===== config.mk =====
export PLATFORM = sky130hd
export DESIGN_NAME = flash_pin_if
export DESIGN_NICKNAME = d
export VERILOG_FILES = /design/src/flash_pins_pkg.sv /design/src/byte_buffer.sv /design/src/flash_pin_if.sv
export SDC_FILE = /design/constraint.sdc
export NUM_CORES = 1
export LEC_CHECK = 0
export BUFFER_PORTS_ARGS = -buffer_cell sky130_fd_sc_hd__buf_2
export CORE_MARGIN = 2
export CORE_UTILIZATION = 50
export CTS_CLUSTER_SIZE = 28
export DETAILED_ROUTE_END_ITERATION = 8
export HOLD_SLACK_MARGIN = 0.15
export PLACE_DENSITY = 0.76
export SKIP_LAST_GASP = 1
export SYNTH_ARGS = -nofsm -noshare
export SYNTH_HDL_FRONTEND = slang
export SYNTH_SLANG_ARGS = --single-unit

===== constraint.sdc =====
create_clock -name sys_clk -period 2 [get_ports sys_clk]
set_input_delay 0.2 -clock sys_clk [delete_from_list [all_inputs] [get_ports sys_clk]]
set_output_delay 0.2 -clock sys_clk [all_outputs]
set_load 0.03 [all_outputs]

===== src/flash_pins_pkg.sv =====
// Purpose: constants and carrier types for the serial flash pin interface.
// Assumes: sys_clk at 25 MHz samples the host serial clock and pins.
// Notes: no software registers; configuration arrives on plain inputs.
package flash_pins_pkg;
	localparam int unsigned sys_clk_hz = 25000000;
	localparam int unsigned buf_depth = 2;
	localparam logic [1:0] width_single = 2'h0;
	localparam logic [1:0] width_dual = 2'h1;
	localparam logic [1:0] width_quad = 2'h2;
	localparam logic [2:0] bit_count_reset = 3'h0;
	localparam logic [7:0] shift_reset = 8'h00;

	typedef enum logic [1:0] {
		st_standby = 2'b00,
		st_active = 2'b01,
		st_busy_wait = 2'b10
	} link_state_t;

	typedef struct packed {
		logic [7:0] data;
		logic first;
	} rx_byte_t;

	typedef struct packed {
		logic [3:0] out;
		logic [3:0] oe;
	} io_drive_t;
endpackage


===== src/byte_buffer.sv =====
// Purpose: two-entry valid/ready buffer for received bytes.
// Assumes: single clock domain.
// Notes: full and empty reflect the real count.
`timescale 1ns/1ns
module byte_buffer (
	input wire logic sys_clk,
	input wire logic nrst,
	input wire logic in_valid,
	output logic in_ready,
	input wire flash_pins_pkg::rx_byte_t in_data,
	output logic out_valid,
	input wire logic out_ready,
	output flash_pins_pkg::rx_byte_t out_data
);
	flash_pins_pkg::rx_byte_t mem [0:1];
	flash_pins_pkg::rx_byte_t next_mem0;
	flash_pins_pkg::rx_byte_t next_mem1;
	logic [1:0] count;
	logic [1:0] next_count;
	logic push;
	logic pop;

	always_comb begin
		push = in_valid && (count != 2'h2);
		pop = (count != 2'h0) && out_ready;
		next_count = count + {1'b0, push} - {1'b0, pop};
		next_mem0 = mem[0];
		next_mem1 = mem[1];
		if (pop) begin
			next_mem0 = mem[1];
		end
		if (push) begin
			if (count - {1'b0, pop} == 2'h0) begin
				next_mem0 = in_data;
			end else begin
				next_mem1 = in_data;
			end
		end
	end

	always_ff @(posedge sys_clk or negedge nrst) begin
		if (!nrst) begin
			count <= 2'h0;
			mem[0] <= '0;
			mem[1] <= '0;
		end else begin
			count <= next_count;
			mem[0] <= next_mem0;
			mem[1] <= next_mem1;
		end
	end

	assign in_ready = (count != 2'h2);
	assign out_valid = (count != 2'h0);
	assign out_data = mem[0];
endmodule


===== src/flash_pin_if.sv =====
// Purpose: pin-level chip select framing, sampling and multi-I/O drive.
// Assumes: host serial clock is far slower than sys_clk and is sampled.
// Notes: bytes to send are supplied by the core one per byte boundary.
`timescale 1ns/1ns
module flash_pin_if (
	input wire logic sys_clk,
	input wire logic nrst,
	input wire logic sel_n_pin,
	input wire logic sclk_pin,
	input wire logic [3:0] io_in,
	output logic [3:0] io_out,
	output logic [3:0] io_oe,
	input wire logic quad_io_enable,
	input wire logic status_protect_bit_hi,
	input wire logic status_protect_bit_lo,
	input wire logic [1:0] read_width,
	input wire logic read_drive,
	input wire logic [7:0] tx_byte,
	input wire logic internal_busy,
	output logic rx_valid,
	input wire logic rx_ready,
	output flash_pins_pkg::rx_byte_t rx_data,
	output logic tx_take,
	output logic frame_start,
	output logic frame_end,
	output logic selected,
	output logic standby,
	output logic status_write_blocked
);
	////////////////////////////////////////////////////////////////////
	logic [1:0] sel_sync;
	logic [1:0] clk_sync;
	logic [3:0] io_s1;
	logic [3:0] io_s2;
	logic sel_d;
	logic clk_d;
	logic sel_n;
	logic sclk;
	logic sel_fall;
	logic sel_rise;
	logic sclk_rise;
	logic sclk_fall;

	always_ff @(posedge sys_clk or negedge nrst) begin
		if (!nrst) begin
			sel_sync <= 2'h3;
			clk_sync <= 2'h0;
			io_s1 <= 4'h0;
			io_s2 <= 4'h0;
			sel_d <= 1'b1;
			clk_d <= 1'b0;
		end else begin
			sel_sync <= {sel_sync[0], sel_n_pin};
			clk_sync <= {clk_sync[0], sclk_pin};
			io_s1 <= io_in;
			io_s2 <= io_s1;
			sel_d <= sel_sync[1];
			clk_d <= clk_sync[1];
		end
	end

	always_comb begin
		sel_n = sel_sync[1];
		sclk = clk_sync[1];
		sel_fall = sel_d && !sel_n;
		sel_rise = !sel_d && sel_n;
		sclk_rise = !clk_d && sclk && !sel_n;
		sclk_fall = clk_d && !sclk && !sel_n;
	end

	////////////////////////////////////////////////////////////////////
	// The status guard is a level decode; it only applies in hardware-protect mode.
	flash_pins_pkg::link_state_t state;
	flash_pins_pkg::link_state_t next_state;
	logic next_standby;
	logic next_selected;
	logic next_blocked;

	always_comb begin
		next_state = state;
		case (state)
			flash_pins_pkg::st_standby: begin
				if (sel_fall) begin
					next_state = flash_pins_pkg::st_active;
				end
			end
			flash_pins_pkg::st_active: begin
				if (sel_rise) begin
					next_state = internal_busy ? flash_pins_pkg::st_busy_wait
						: flash_pins_pkg::st_standby;
				end
			end
			flash_pins_pkg::st_busy_wait: begin
				if (sel_fall) begin
					next_state = flash_pins_pkg::st_active;
				end else if (!internal_busy) begin
					next_state = flash_pins_pkg::st_standby;
				end
			end
			default: begin
				next_state = flash_pins_pkg::st_standby;
			end
		endcase
		next_standby = (next_state == flash_pins_pkg::st_standby);
		next_selected = (next_state == flash_pins_pkg::st_active);
		next_blocked = !quad_io_enable && !status_protect_bit_hi
			&& status_protect_bit_lo && !io_s2[2];
	end

	always_ff @(posedge sys_clk or negedge nrst) begin
		if (!nrst) begin
			state <= flash_pins_pkg::st_standby;
			standby <= 1'b1;
			selected <= 1'b0;
			status_write_blocked <= 1'b0;
			frame_start <= 1'b0;
			frame_end <= 1'b0;
		end else begin
			state <= next_state;
			standby <= next_standby;
			selected <= next_selected;
			status_write_blocked <= next_blocked;
			frame_start <= sel_fall;
			frame_end <= sel_rise;
		end
	end

	////////////////////////////////////////////////////////////////////
	// A byte that finds the buffer full is held back; the host pacing makes this rare.
	logic [2:0] bit_count;
	logic [2:0] next_bit_count;
	logic [7:0] shift;
	logic [7:0] next_shift;
	logic first_pending;
	logic next_first_pending;
	logic push_valid;
	logic push_ready;
	flash_pins_pkg::rx_byte_t push_data;
	flash_pins_pkg::rx_byte_t next_push_data;
	logic next_push_valid;

	always_comb begin
		next_bit_count = bit_count;
		next_shift = shift;
		next_first_pending = first_pending;
		next_push_valid = push_valid && !push_ready;
		next_push_data = push_data;
		if (sel_fall) begin
			next_bit_count = flash_pins_pkg::bit_count_reset;
			next_shift = flash_pins_pkg::shift_reset;
			next_first_pending = 1'b1;
		end else if (sclk_rise && !read_drive) begin
			next_shift = {shift[6:0], io_s2[0]};
			next_bit_count = bit_count + 3'h1;
			if (bit_count == 3'h7) begin
				next_push_valid = 1'b1;
				next_push_data.data = {shift[6:0], io_s2[0]};
				next_push_data.first = first_pending;
				next_first_pending = 1'b0;
			end
		end
	end

	always_ff @(posedge sys_clk or negedge nrst) begin
		if (!nrst) begin
			bit_count <= flash_pins_pkg::bit_count_reset;
			shift <= flash_pins_pkg::shift_reset;
			first_pending <= 1'b0;
			push_valid <= 1'b0;
			push_data <= '0;
		end else begin
			bit_count <= next_bit_count;
			shift <= next_shift;
			first_pending <= next_first_pending;
			push_valid <= next_push_valid;
			push_data <= next_push_data;
		end
	end

	flash_pins_pkg::rx_byte_t buf_data;
	logic buf_valid;

	byte_buffer rx_buf (
		.sys_clk(sys_clk),
		.nrst(nrst),
		.in_valid(push_valid),
		.in_ready(push_ready),
		.in_data(push_data),
		.out_valid(buf_valid),
		.out_ready(rx_ready || !rx_valid),
		.out_data(buf_data)
	);

	always_ff @(posedge sys_clk or negedge nrst) begin
		if (!nrst) begin
			rx_valid <= 1'b0;
			rx_data <= '0;
		end else if (rx_ready || !rx_valid) begin
			rx_valid <= buf_valid;
			rx_data <= buf_data;
		end
	end

	////////////////////////////////////////////////////////////////////
	// Output shifting on falling edges; lanes widen for multi-I/O reads.
	logic [7:0] tx_shift;
	logic [7:0] next_tx_shift;
	logic [2:0] tx_left;
	logic [2:0] next_tx_left;
	flash_pins_pkg::io_drive_t drive;
	flash_pins_pkg::io_drive_t next_drive;
	logic next_take;

	always_comb begin
		next_tx_shift = tx_shift;
		next_tx_left = tx_left;
		next_drive = drive;
		next_take = 1'b0;
		if (sel_n || sel_fall) begin
			next_drive = '0;
			next_tx_left = 3'h0;
		end else if (sclk_fall && read_drive) begin
			if (tx_left == 3'h0) begin
				next_tx_shift = tx_byte;
				next_take = 1'b1;
			end
			case (read_width)
				flash_pins_pkg::width_dual: begin
					next_drive.out = {2'h0, next_tx_shift[7:6]};
					next_drive.oe = 4'h3;
					next_tx_shift = {next_tx_shift[5:0], 2'h0};
					next_tx_left = (tx_left == 3'h0) ? 3'h3 : tx_left - 3'h1;
				end
				flash_pins_pkg::width_quad: begin
					next_drive.out = next_tx_shift[7:4];
					next_drive.oe = quad_io_enable ? 4'hf : 4'h3;
					next_tx_shift = {next_tx_shift[3:0], 4'h0};
					next_tx_left = (tx_left == 3'h0) ? 3'h1 : tx_left - 3'h1;
				end
				default: begin
					next_drive.out = {2'h0, next_tx_shift[7], 1'b0};
					next_drive.oe = 4'h2;
					next_tx_shift = {next_tx_shift[6:0], 1'b0};
					next_tx_left = (tx_left == 3'h0) ? 3'h7 : tx_left - 3'h1;
				end
			endcase
		end else if (!read_drive) begin
			next_drive = '0;
		end
	end

	always_ff @(posedge sys_clk or negedge nrst) begin
		if (!nrst) begin
			tx_shift <= 8'h00;
			tx_left <= 3'h0;
			drive <= '0;
			tx_take <= 1'b0;
		end else begin
			tx_shift <= next_tx_shift;
			tx_left <= next_tx_left;
			drive <= next_drive;
			tx_take <= next_take;
		end
	end

	assign io_out = drive.out;
	assign io_oe = drive.oe;
endmodule


==> reports/metrics.yaml, run 1 <==
cts:
  cts_setup_buffers: 0
  cts_root_buf: "clkbuf_8"
  htree_levels: 3
  cts_buffers: 9
  clk_latency_ps: 330
  clock-sinks: 86
  clkTransAtPathRegs_ps: 80
  cts_tree: "yes"
  clk_path_buf_depth: 2
die:
  top_level_ports: 48
  die-height_um: 88.63
  row_count: 30
  dieWidth_um: 88.63
  core-area_um2: 6869
  start_util_pct: 52.13
  die_area_um2: 7854
finish:
  syn2layout_area_growth_pct: 19.08
  fin_nets: 371
  drive_above_1_share_pct: 35.26
  nFillCells: 546
  fin_util_pct: 62.08
  antenna_cells: 0
  finalNonFillerCells: 442
critical_path:
  worst_ep_required_time_ps: 2220
  slowest_delay_ps: 490
  critPathBufInv: 1
  critPathTopFamily: "simple AND/OR/NAND/NOR gates"
  path_class: "reg -> reg"
  critPathCaptureType: "flop"
  critPathLaunchType: "flop"
  worstPathArrival_ps: 1970
  rrSetupSlack_ps: 250
  crit_slowest_cell: "or3_4"
  critPathMaxFanout: 18
  critical_path.cell_chain: "nor2_2, nor2_4, ha_1, inv_1, or3_4, nor2_1, a21oi_1"
synth:
  yosysWarnings: 0
  syn-num-nets: 306
  yosysUniqueCellTypes: 54
  synth_edf_count: 0
  synthTopCellsByCount: "dfrtp_1 (82), mux2_2 (29), nand2_1 (17), nor2_1 (16), mux2i_1 (14)"
  synth_area_um2: 3581
  ys_ff_latch: 86
  synth_top_cell_area_share_pct: 57.30
  syn_inst: 276
  synthArstFlopShare_pct: 100.0
  yosysMostFrequentCell: "dfrtp_1"
  synth_area_leaders: "dfrtp_1 (57%), mux2_2 (9.1%), mux2i_1 (3.9%), dfstp_2 (2.9%), a22o_1 (2.4%)"
  synth_flop_cell: "dfrtp_1"
  synth-seq-area-share_pct: 60.24
  synth.avg_cell_area_um2: 12.97
  netlist.top_cell.by_area: "dfrtp_1"
sta:
  hold_viol: 0
  setup_slack_ps: 249.1
  setup_tns_ps: 0
  rsz0062_at_grt: "no"
  worst_pin_slew_ps: 372.4
  max_freq_mhz: 571.1
  setup_viol: 0
  slew_headroom_pct: 75.17
  skew_ps: 5.135
  min_period_ps: 1751
  min_period_over_period_pct: 87.55
  finalMaxSlewViolations: 0
global_route:
  grt_pass1_vias: 2353
  grt_max_degree: 40
  track_usage_pct: 17.38
  grtUsageMet1_pct: 23.02
  gr-usage-met2_pct: 27.95
  busiest_layer: "met2"
  grt_util_met3_pct: 3.358
  grt_pass1_wl_um: 10430
  antenna_found_initial: 0
  overflow: 0
min_path:
  hp-class: "in -> reg"
status:
  status: "complete, no violations"
routing:
  drtIter0Drc: 91
  drt-total-wl_um: 6013
  vias_per_cell: 5.163
  postRouteAntennaNets: 0
  dr.pass1.iters: 4
  wl_per_cell_um: 13.60
  routed-via-count: 2282
  drc_errors: 0
power_and_ir_drop:
  p_leak_nw: 2.233
  peakVddDrop_mv: 0.5182
  powerDensity_nw_per_um2: 858.5
placed_design:
  place_inst: 417
  pre_cts_ws_ps: 42.39
  io_buffers: 45
  hpwl_um: 4261
  gp_congestion: 0.8011
flow_run:
  cap_viol_max_count: 0
## per-stage QoR
step | hold slack, ps | instance area, um2 | power [mW]
after floorplan | -95.59 | 3608 | 2.301
after global placement | 142.3 | 3969 | 2.471
after detailed placement | 147.3 | 3969 | 2.494
after CTS | 153.3 | 4259 | 3.702
after global routing | 205.8 | 4264 | 3.852
final | 172.2 | 4264 | 3.661
## kinds of logic after synthesis
family,count (synthesis),synth area share (%)
flops,86,60.24
mux,44,13.45
fa+ha+maj,6,2.096
compound gates,56,11.01
buf+inv,20,3.005
simple gates,61,9.469
xor+xnor,3,0.7339
## layout by cell type, fill, tap and decap left out, types with 3 or more instances in the layout
cell type | netlist | final
o21ai_0 | 12 | 12
dfrtp_1 | 82 | 81
dlygate4sd3_1 | 0 | 9
clkinv_2 | 0 | 3
nand2_1 | 17 | 17
nor3_1 | 3 | 3
clkbuf_8 | 0 | 11
nor2b_1 | 7 | 6
mux2_2 | 29 | 29
nor2_1 | 16 | 15
mux2i_1 | 14 | 14
buf_2 | 4 | 44
buf_4 | 1 | 13
dfstp_2 | 4 | 4
a22o_1 | 10 | 10
inv_1 | 7 | 7
ha_1 | 6 | 6
a21oi_1 | 12 | 12
## registers in the layout, summed over array words and instances (netlist names), 2 cells and up
signal,cells
bit_count,3
sel_sync,2
rx_buf.mem,9
rx_data,9
io_out,4
push_data,9
tx_left,3
io_s1,2
clk_sync,2
shift,7
tx_shift,7
io_s2,2
io_oe,3
rx_buf.out_data,9
state,2
rx_buf.count,2
## where the power goes
| part | switching [mW] | internal (mW) | total [mW] |
|---|---|---|---|
| Combinational | 0.325 | 0.251 | 0.575 |
| Sequential | 0.0537 | 1.84 | 1.89 |
| Clock | 0.555 | 0.640 | 1.20 |
| Total | 0.933 | 2.73 | 3.66 |
## layout make-up
class	count	area (um2)	share of cell area [%]
Timing Repair Buffer	67	427.9	10.04
Tap cell	96	120.1	2.817
Multi-Input combinational cell	170	1331	31.22
Clock buffer	12	155.1	3.639
Sequential cell	86	2158	50.62
Clock inverter	4	45.04	1.056
Inverter	7	26.28	0.6162
## metal layers
| layer | vias to the layer above | wire length [um] | part of all wire, % |
|---|---|---|---|
| li1 | 1119 | - | - |
| met5 | - | 0 | 0 |
| met4 | 0 | 43 | 0.72 |
| met2 | 40 | 2957 | 49 |
| met1 | 1121 | 2795 | 46 |
| met3 | 2 | 216 | 3.6 |
## path summary, 6_finish.rpt
check                                          start                      endpoint  depth (start not counted)
max                        rx_buf.count[1]$_DFF_PN0_  rx_buf.out_data[8]$_DFF_PN0_                          7
min                                       tx_byte[0]       tx_shift[1]$_DFFE_PN0P_                          3
max reg2reg                rx_buf.count[1]$_DFF_PN0_  rx_buf.out_data[8]$_DFF_PN0_                          7
min reg2reg                       io_s1[0]$_DFF_PN0_            io_s2[0]$_DFF_PN0_                          0
max in group asynchronous                       nrst         sel_sync[1]$_DFF_PN1_                          3
min in group asynchronous                       nrst        rx_data[1]$_DFFE_PN0N_                          2
## worst min-delay path, stage by stage
cell and delay [ps]:
buf_2 110, nand3_1 70, o21ai_0 80
## repair_timing
action	CTS	global route
hold buffers	9	0
endpoints found under the setup margin	0	9
gates resized for setup	0	1
endpoints found under the hold margin	73	0
Note: power is estimated with default switching activity, not from simulation.
==> inputs of run 2 (changes only) <==
--- a/config.mk
+++ b/config.mk
@@ -11,7 +11,7 @@
 export CTS_CLUSTER_SIZE = 28
 export DETAILED_ROUTE_END_ITERATION = 8
 export HOLD_SLACK_MARGIN = 0.15
-export PLACE_DENSITY = 0.76
+export PLACE_DENSITY = 0.73
 export SKIP_LAST_GASP = 1
 export SYNTH_ARGS = -nofsm -noshare
 export SYNTH_HDL_FRONTEND = slang
==> constraint.sdc (replaced) <==
create_clock -name sys_clk -period 1.95 [get_ports sys_clk]
set_input_delay 0.195 -clock sys_clk [delete_from_list [all_inputs] [get_ports sys_clk]]
set_output_delay 0.195 -clock sys_clk [all_outputs]
set_load 0.03 [all_outputs]
==> reports/metrics.yaml, run 2 (same netlist as run 1, synthesis figures left out) <==
status:
  status: "complete, no violations"
critical_path:
  critPathBufInv: 1  # unchanged
  critPathMaxFanout: 9  # -9
  slowest_delay_ps: 450  # -40 ps
  worst_ep_required_time_ps: 2170  # -50 ps
  critPathLaunch: "tx_left[0]$_DFFE_PN0P_"
  worstPathArrival_ps: 1990  # +20 ps
  critical_path.cell_chain: "nor3_2, buf_4, mux2_2, a32oi_1, o21ai_0"
  crit_slowest_cell: "dfrtp_1"
  path_depth: 5  # -2
  critPathCaptureType: "flop"
  critPathLaunchType: "flop"
  ff2ff_path_depth: 5  # -2
  path_class: "reg -> reg"
  reg2reg_from: "tx_left[0]$_DFFE_PN0P_"
  crit_end: "tx_shift[2]$_DFFE_PN0P_"
  reg2reg_to: "tx_shift[2]$_DFFE_PN0P_"
  critPathTopFamily: "flip-flops"
  rrSetupSlack_ps: 190  # -60 ps
finish:
  drive_above_1_share_pct: 34.78  # -0.48 points
  final_common_cell: "dfrtp_1"
  antenna_cells: 0  # unchanged
  nFillCells: 565  # +3.5%
  regArea_um2: 2158  # unchanged
  syn2layout_area_growth_pct: 18.94
  final_cell_mix: "dfrtp_1 (81), buf_2 (44), mux2_2 (29)"
  fin_nets: 370  # -0.27%
  finalNonFillerCells: 441  # -0.23%
  multi_input_area_um2: 1331  # unchanged
global_route:
  grt_pass1_wl_um: 10380  # -0.46%
  grt_max_degree: 40  # unchanged
  antenna_found_initial: 0  # unchanged
  grt_pass1_vias: 2284  # -2.9%
  track_usage_pct: 17.28  # -0.10 points
  overflow: 0  # unchanged
die:
  top_level_ports: 48  # unchanged
  core-area_um2: 6869  # unchanged
  die-height_um: 88.63  # unchanged
  dieWidth_um: 88.63  # unchanged
  die_area_um2: 7854  # unchanged
  row_count: 30  # unchanged
  start_util_pct: 52.13  # unchanged
sta:
  skew_ps: 8.369  # +3.234 ps
  finalMaxSlewViolations: 0  # unchanged
  setup_tns_ps: 0  # unchanged
  setup_viol: 0  # unchanged
  slew_headroom_pct: 66.50  # -8.7 points
  hold_viol: 0  # unchanged
  worst_pin_slew_ps: 502.6  # +130.2 ps
  max_freq_mhz: 567.1  # -0.70%
  min_period_over_period_pct: 90.42  # +2.9 points
  min_period_ps: 1763  # +12.33 ps
  rsz0062_at_grt: "no"
placed_design:
  io_buffers: 45  # unchanged
  place_inst: 415  # -0.48%
  gp_congestion: 0.7918  # -1.2%
  hpwl_um: 4203  # -1.4%
routing:
  drt-total-wl_um: 6167  # +2.6%
  routed-via-count: 2311  # +1.3%
  drtIter0Drc: 66  # -27%
  wl_per_cell_um: 13.98  # +2.8%
  vias_per_cell: 5.240  # +1.5%
  postRouteAntennaNets: 0  # unchanged
  drc_errors: 0  # unchanged
  dr.pass1.iters: 4  # unchanged
cts:
  cts_buffers: 9  # unchanged
  cts_tree: "yes"
  cts_setup_buffers: 0  # unchanged
  clk_path_buf_depth: 2  # unchanged
  htree_levels: 3  # unchanged
  clkTransAtPathRegs_ps: 80  # about the same
  cts_root_buf: "clkbuf_8"
  clk_latency_ps: 350  # +20 ps
  clock-sinks: 86  # unchanged
power_and_ir_drop:
  intPower_mw: 2.798  # +2.6%
  switching_share_pct: 25.94  # +0.44 points
  power.switching_uw: 979.8  # +5.0%
  peakVddDrop_mv: 0.3941  # -24%
  powerDensity_nw_per_um2: 886.9  # +3.3%
  pwr-share-comb_pct: 15.6  # about the same
  seqPwrFrac_pct: 51.4  # -0.2 points
  p_leak_nw: 2.228  # -0.21%
  p_clk_share_pct: 33.0  # +0.3 points
flow_run:
  cap_viol_max_count: 0  # unchanged
min_path:
  min_from: "tx_byte[6]"
  hp-class: "in -> reg"
-- run 2: changes by cell type in the layout (fill, tap and decap cells not counted) --
cell           change
buf_4              -2
dlygate4sd3_1      +1
-- run 2: routing by layer --
metal	share of wire (%)	global-route usage, %	up-vias
met3	4.0	3.265	9
met5	0	0	-
met2	49	26.73	50
li1	-	-	1104
met1	45	23.66	1148
met4	1.7	8.264	0
-- run 2: worst reg2reg max path, cell delays in order (launching register included) --
cell and delay, ps:
dfrtp_1 450, nor3_2 290, buf_4 250, mux2_2 380
a32oi_1 170, o21ai_0 100
-- run 2: worst min-delay path by stage --
| stage | cells after the start | slack, ps | end |
|---|---|---|---|
| 2_1_floorplan | 0 | -100 | bit_count[0]$_DFFE_PN0P_ |
| 3_3_place_gp | 1 | 200 | push_data[2]$_DFFE_PN0P_ |
| 5_1_grt | 4 | 230 | tx_shift[6]$_DFFE_PN0P_ |
| 6_report | 3 | 200 | io_out[2]$_DFFE_PN0P_ |
| 4_1_cts | 3 | 190 | io_out[2]$_DFFE_PN0P_ |
| 3_5_place_dp | 1 | 200 | push_data[2]$_DFFE_PN0P_ |
-- run 2: cell type report --
cell class | instances | area share (%)
Sequential cell | 86 | 50.68
Multi-Input combinational cell | 170 | 31.26
Clock buffer | 12 | 3.643
Clock inverter | 4 | 1.058
Tap cell | 96 | 2.820
Inverter | 7 | 0.6169
Timing Repair Buffer | 66 | 9.930
-- run 2: repair_timing --
action | CTS | global route
endpoints found under the setup margin | 2 | 0
resized for setup | 1 | 0
hold buffers | 10 | 0
endpoints found under the hold margin | 41 | 0
-- run 2: metrics by stage --
step	hold slack [ps]	instance area [um2]	power (mW)	setup slack [ps]	util, %
after floorplan	-100.6	3608	2.360	23.73	-
after global placement	197.0	3954	2.537	91.66	57.56
after detailed placement	203.5	3954	2.555	13.80	57.56
after CTS	194.7	4259	3.815	183.8	62.00
after global routing	234.5	4259	3.960	71.70	62.00
final	201.1	4259	3.778	186.8	62.00
-- run 2: power by group through the flow --
stage               registers, mW  logic, mW  clock network (mW)
finish                       1.94      0.590                1.25
global route                 1.95      0.659                1.35
CTS                          1.94      0.599                1.28
detailed placement           1.98      0.579                   0
global placement             1.97      0.568                   0
floorplan                    2.02      0.343                   0
==> inputs of run 3 (changes only) <==
--- a/config.mk
+++ b/config.mk
@@ -8,6 +8,7 @@
 export BUFFER_PORTS_ARGS = -buffer_cell sky130_fd_sc_hd__buf_2
 export CORE_MARGIN = 2
 export CORE_UTILIZATION = 50
+export CTS_BUF_LIST = sky130_fd_sc_hd__clkbuf_4
 export CTS_CLUSTER_SIZE = 28
 export DETAILED_ROUTE_END_ITERATION = 8
 export HOLD_SLACK_MARGIN = 0.15
==> reports/metrics.yaml, run 3 (same netlist as run 1, synthesis figures left out) <==
die:
  top_level_ports: 48  # unchanged
  row_count: 30  # unchanged
  core-area_um2: 6869  # unchanged
  dieWidth_um: 88.63  # unchanged
  start_util_pct: 52.13  # unchanged
  die-height_um: 88.63  # unchanged
  die_area_um2: 7854  # unchanged
sta:
  min_period_over_period_pct: 90.71  # +0.29 points
  hold_viol: 0  # unchanged
  setup_viol: 0  # unchanged
  min_period_ps: 1769  # +5.573 ps
  finalMaxSlewViolations: 0  # unchanged
  worst_pin_slew_ps: 500.8  # -1.728 ps
  setup_tns_ps: 0  # unchanged
  skew_ps: 17.24  # +8.873 ps
  max_freq_mhz: 565.4  # -0.31%
  slew_headroom_pct: 66.61  # +0.12 points
  rsz0062_at_grt: "no"
placed_design:
  hpwl_um: 4203  # unchanged
  place_inst: 415  # unchanged
  gp_congestion: 0.7918  # unchanged
  io_buffers: 45  # unchanged
critical_path:
  critPathMaxFanout: 9  # unchanged
  critPathCaptureType: "flop"
  ff2ff_path_depth: 5  # unchanged
  worstPathArrival_ps: 2070  # +80 ps
  worst_ep_required_time_ps: 2250  # +80 ps
  critPathLaunchType: "flop"
  rrSetupSlack_ps: 180  # about the same
  reg2reg_to: "io_out[1]$_DFFE_PN0P_"
  reg2reg_from: "tx_left[0]$_DFFE_PN0P_"
  path_class: "reg -> reg"
cts:
  clkTransAtPathRegs_ps: 120  # +40 ps
  cts_buffers: 9  # unchanged
  clock-sinks: 86  # unchanged
  clk_path_buf_depth: 2  # unchanged
  clk_latency_ps: 410  # +60 ps
  htree_levels: 3  # unchanged
  cts_root_buf: "clkbuf_4"
  cts_tree: "yes"
global_route:
  grt_pass1_wl_um: 10210  # -1.6%
  track_usage_pct: 16.92  # -0.36 points
  antenna_found_initial: 0  # unchanged
  grt_max_degree: 40  # unchanged
  grt_pass1_vias: 2268  # -0.70%
  overflow: 0  # unchanged
min_path:
  min_path_cells: 4  # +1
  hold_end: "tx_shift[5]$_DFFE_PN0P_"
  hp-class: "in -> reg"
  min_from: "tx_byte[1]"
power_and_ir_drop:
  peakVddDrop_mv: 0.3918  # -0.59%
  powerDensity_nw_per_um2: 825.3  # -7.0%
  p_leak_nw: 2.210  # -0.83%
routing:
  vias_per_cell: 5.248  # +0.14%
  postRouteAntennaNets: 0  # unchanged
  drc_errors: 0  # unchanged
  routed-via-count: 2330  # +0.82%
  drt-total-wl_um: 6093  # -1.2%
  wl_per_cell_um: 13.72  # -1.9%
  drtIter0Drc: 57  # -14%
  dr.pass1.iters: 6  # +2
finish:
  final_common_cell: "dfrtp_1"
  antenna_cells: 0  # unchanged
  finalNonFillerCells: 444  # +0.68%
  final_cell_mix: "dfrtp_1 (81), buf_2 (44), mux2_2 (29)"
  fin_nets: 373  # +0.81%
  drive_above_1_share_pct: 34.20  # -0.59 points
  syn2layout_area_growth_pct: 17.75
  fin_util_pct: 61.38  # -0.62 points
flow_run:
  cap_viol_max_count: 0  # unchanged
status:
  status: "complete, no violations"
-- run 3: worst max-delay path: stages (launching register included) --
cell and delay (ps):
dfrtp_1 470, nor3_2 290, buf_4 250, mux2i_1 330, nor2_1 70, a211o_1 260
-- run 3: power by group --
part           switching, mW  internal, mW  total (mW)
Clock                  0.554         0.392       0.946
Combinational          0.333         0.262       0.595
Sequential            0.0556          1.88        1.94
Total                  0.942          2.54        3.48
-- run 3: worst max-delay path by stage --
stage	startpoint	end	slack, ps	depth (start not counted)
finish	tx_left[0]$_DFFE_PN0P_	io_out[1]$_DFFE_PN0P_	180	5
global route	tx_left[0]$_DFFE_PN0P_	tx_shift[2]$_DFFE_PN0P_	80	5
CTS	rx_buf.count[1]$_DFF_PN0_	rx_buf.mem[5]$_DFFE_PN0P_	180	7
detailed placement	rx_buf.count[1]$_DFF_PN0_	rx_buf.out_data[7]$_DFF_PN0_	10	7
floorplan	rx_valid$_DFFE_PN0N_	rx_buf.out_data[7]$_DFF_PN0_	20	9
global placement	rx_buf.count[1]$_DFF_PN0_	rx_buf.out_data[0]$_DFF_PN0_	90	7
-- run 3: what timing repair did --
item,in CTS,in global routing
endpoints found under the hold margin,86,0
setup buffers,0,0
setup endpoints to repair,2,0
resized for setup,1,0
hold buffers,13,0
-- run 3: stage by stage --
step                      area [um2]  worst slack, ps  hold slack, ps  total power [mW]
final                           4217            181.2           198.9             3.480
after global routing            4217            77.94           207.1             3.668
after CTS                       4217            178.0           173.0             3.525
after detailed placement        3954            13.80           203.5             2.555
after global placement          3954            91.66           197.0             2.537
after floorplan                 3608            23.73          -100.6             2.360
-- run 3: per-layer routing --
metal | share of wire (%) | up-vias | track usage (%)
li1 | - | 1114 | -
met3 | 2.8 | 6 | 3.265
met5 | 0 | - | 0
met1 | 46 | 1177 | 22.80
met2 | 50 | 33 | 26.87
met4 | 1.3 | 0 | 7.438
-- run 3: area by class of cell --
type | instances | area, um2
clock buffer | 10 | 75.07
clock inverter | 6 | 52.55
fill | 572 | 2653
inverter | 7 | 26.28
multi-input combinational | 170 | 1331
sequential | 86 | 2158
tap | 96 | 120.1
timing repair buffer | 69 | 452.9
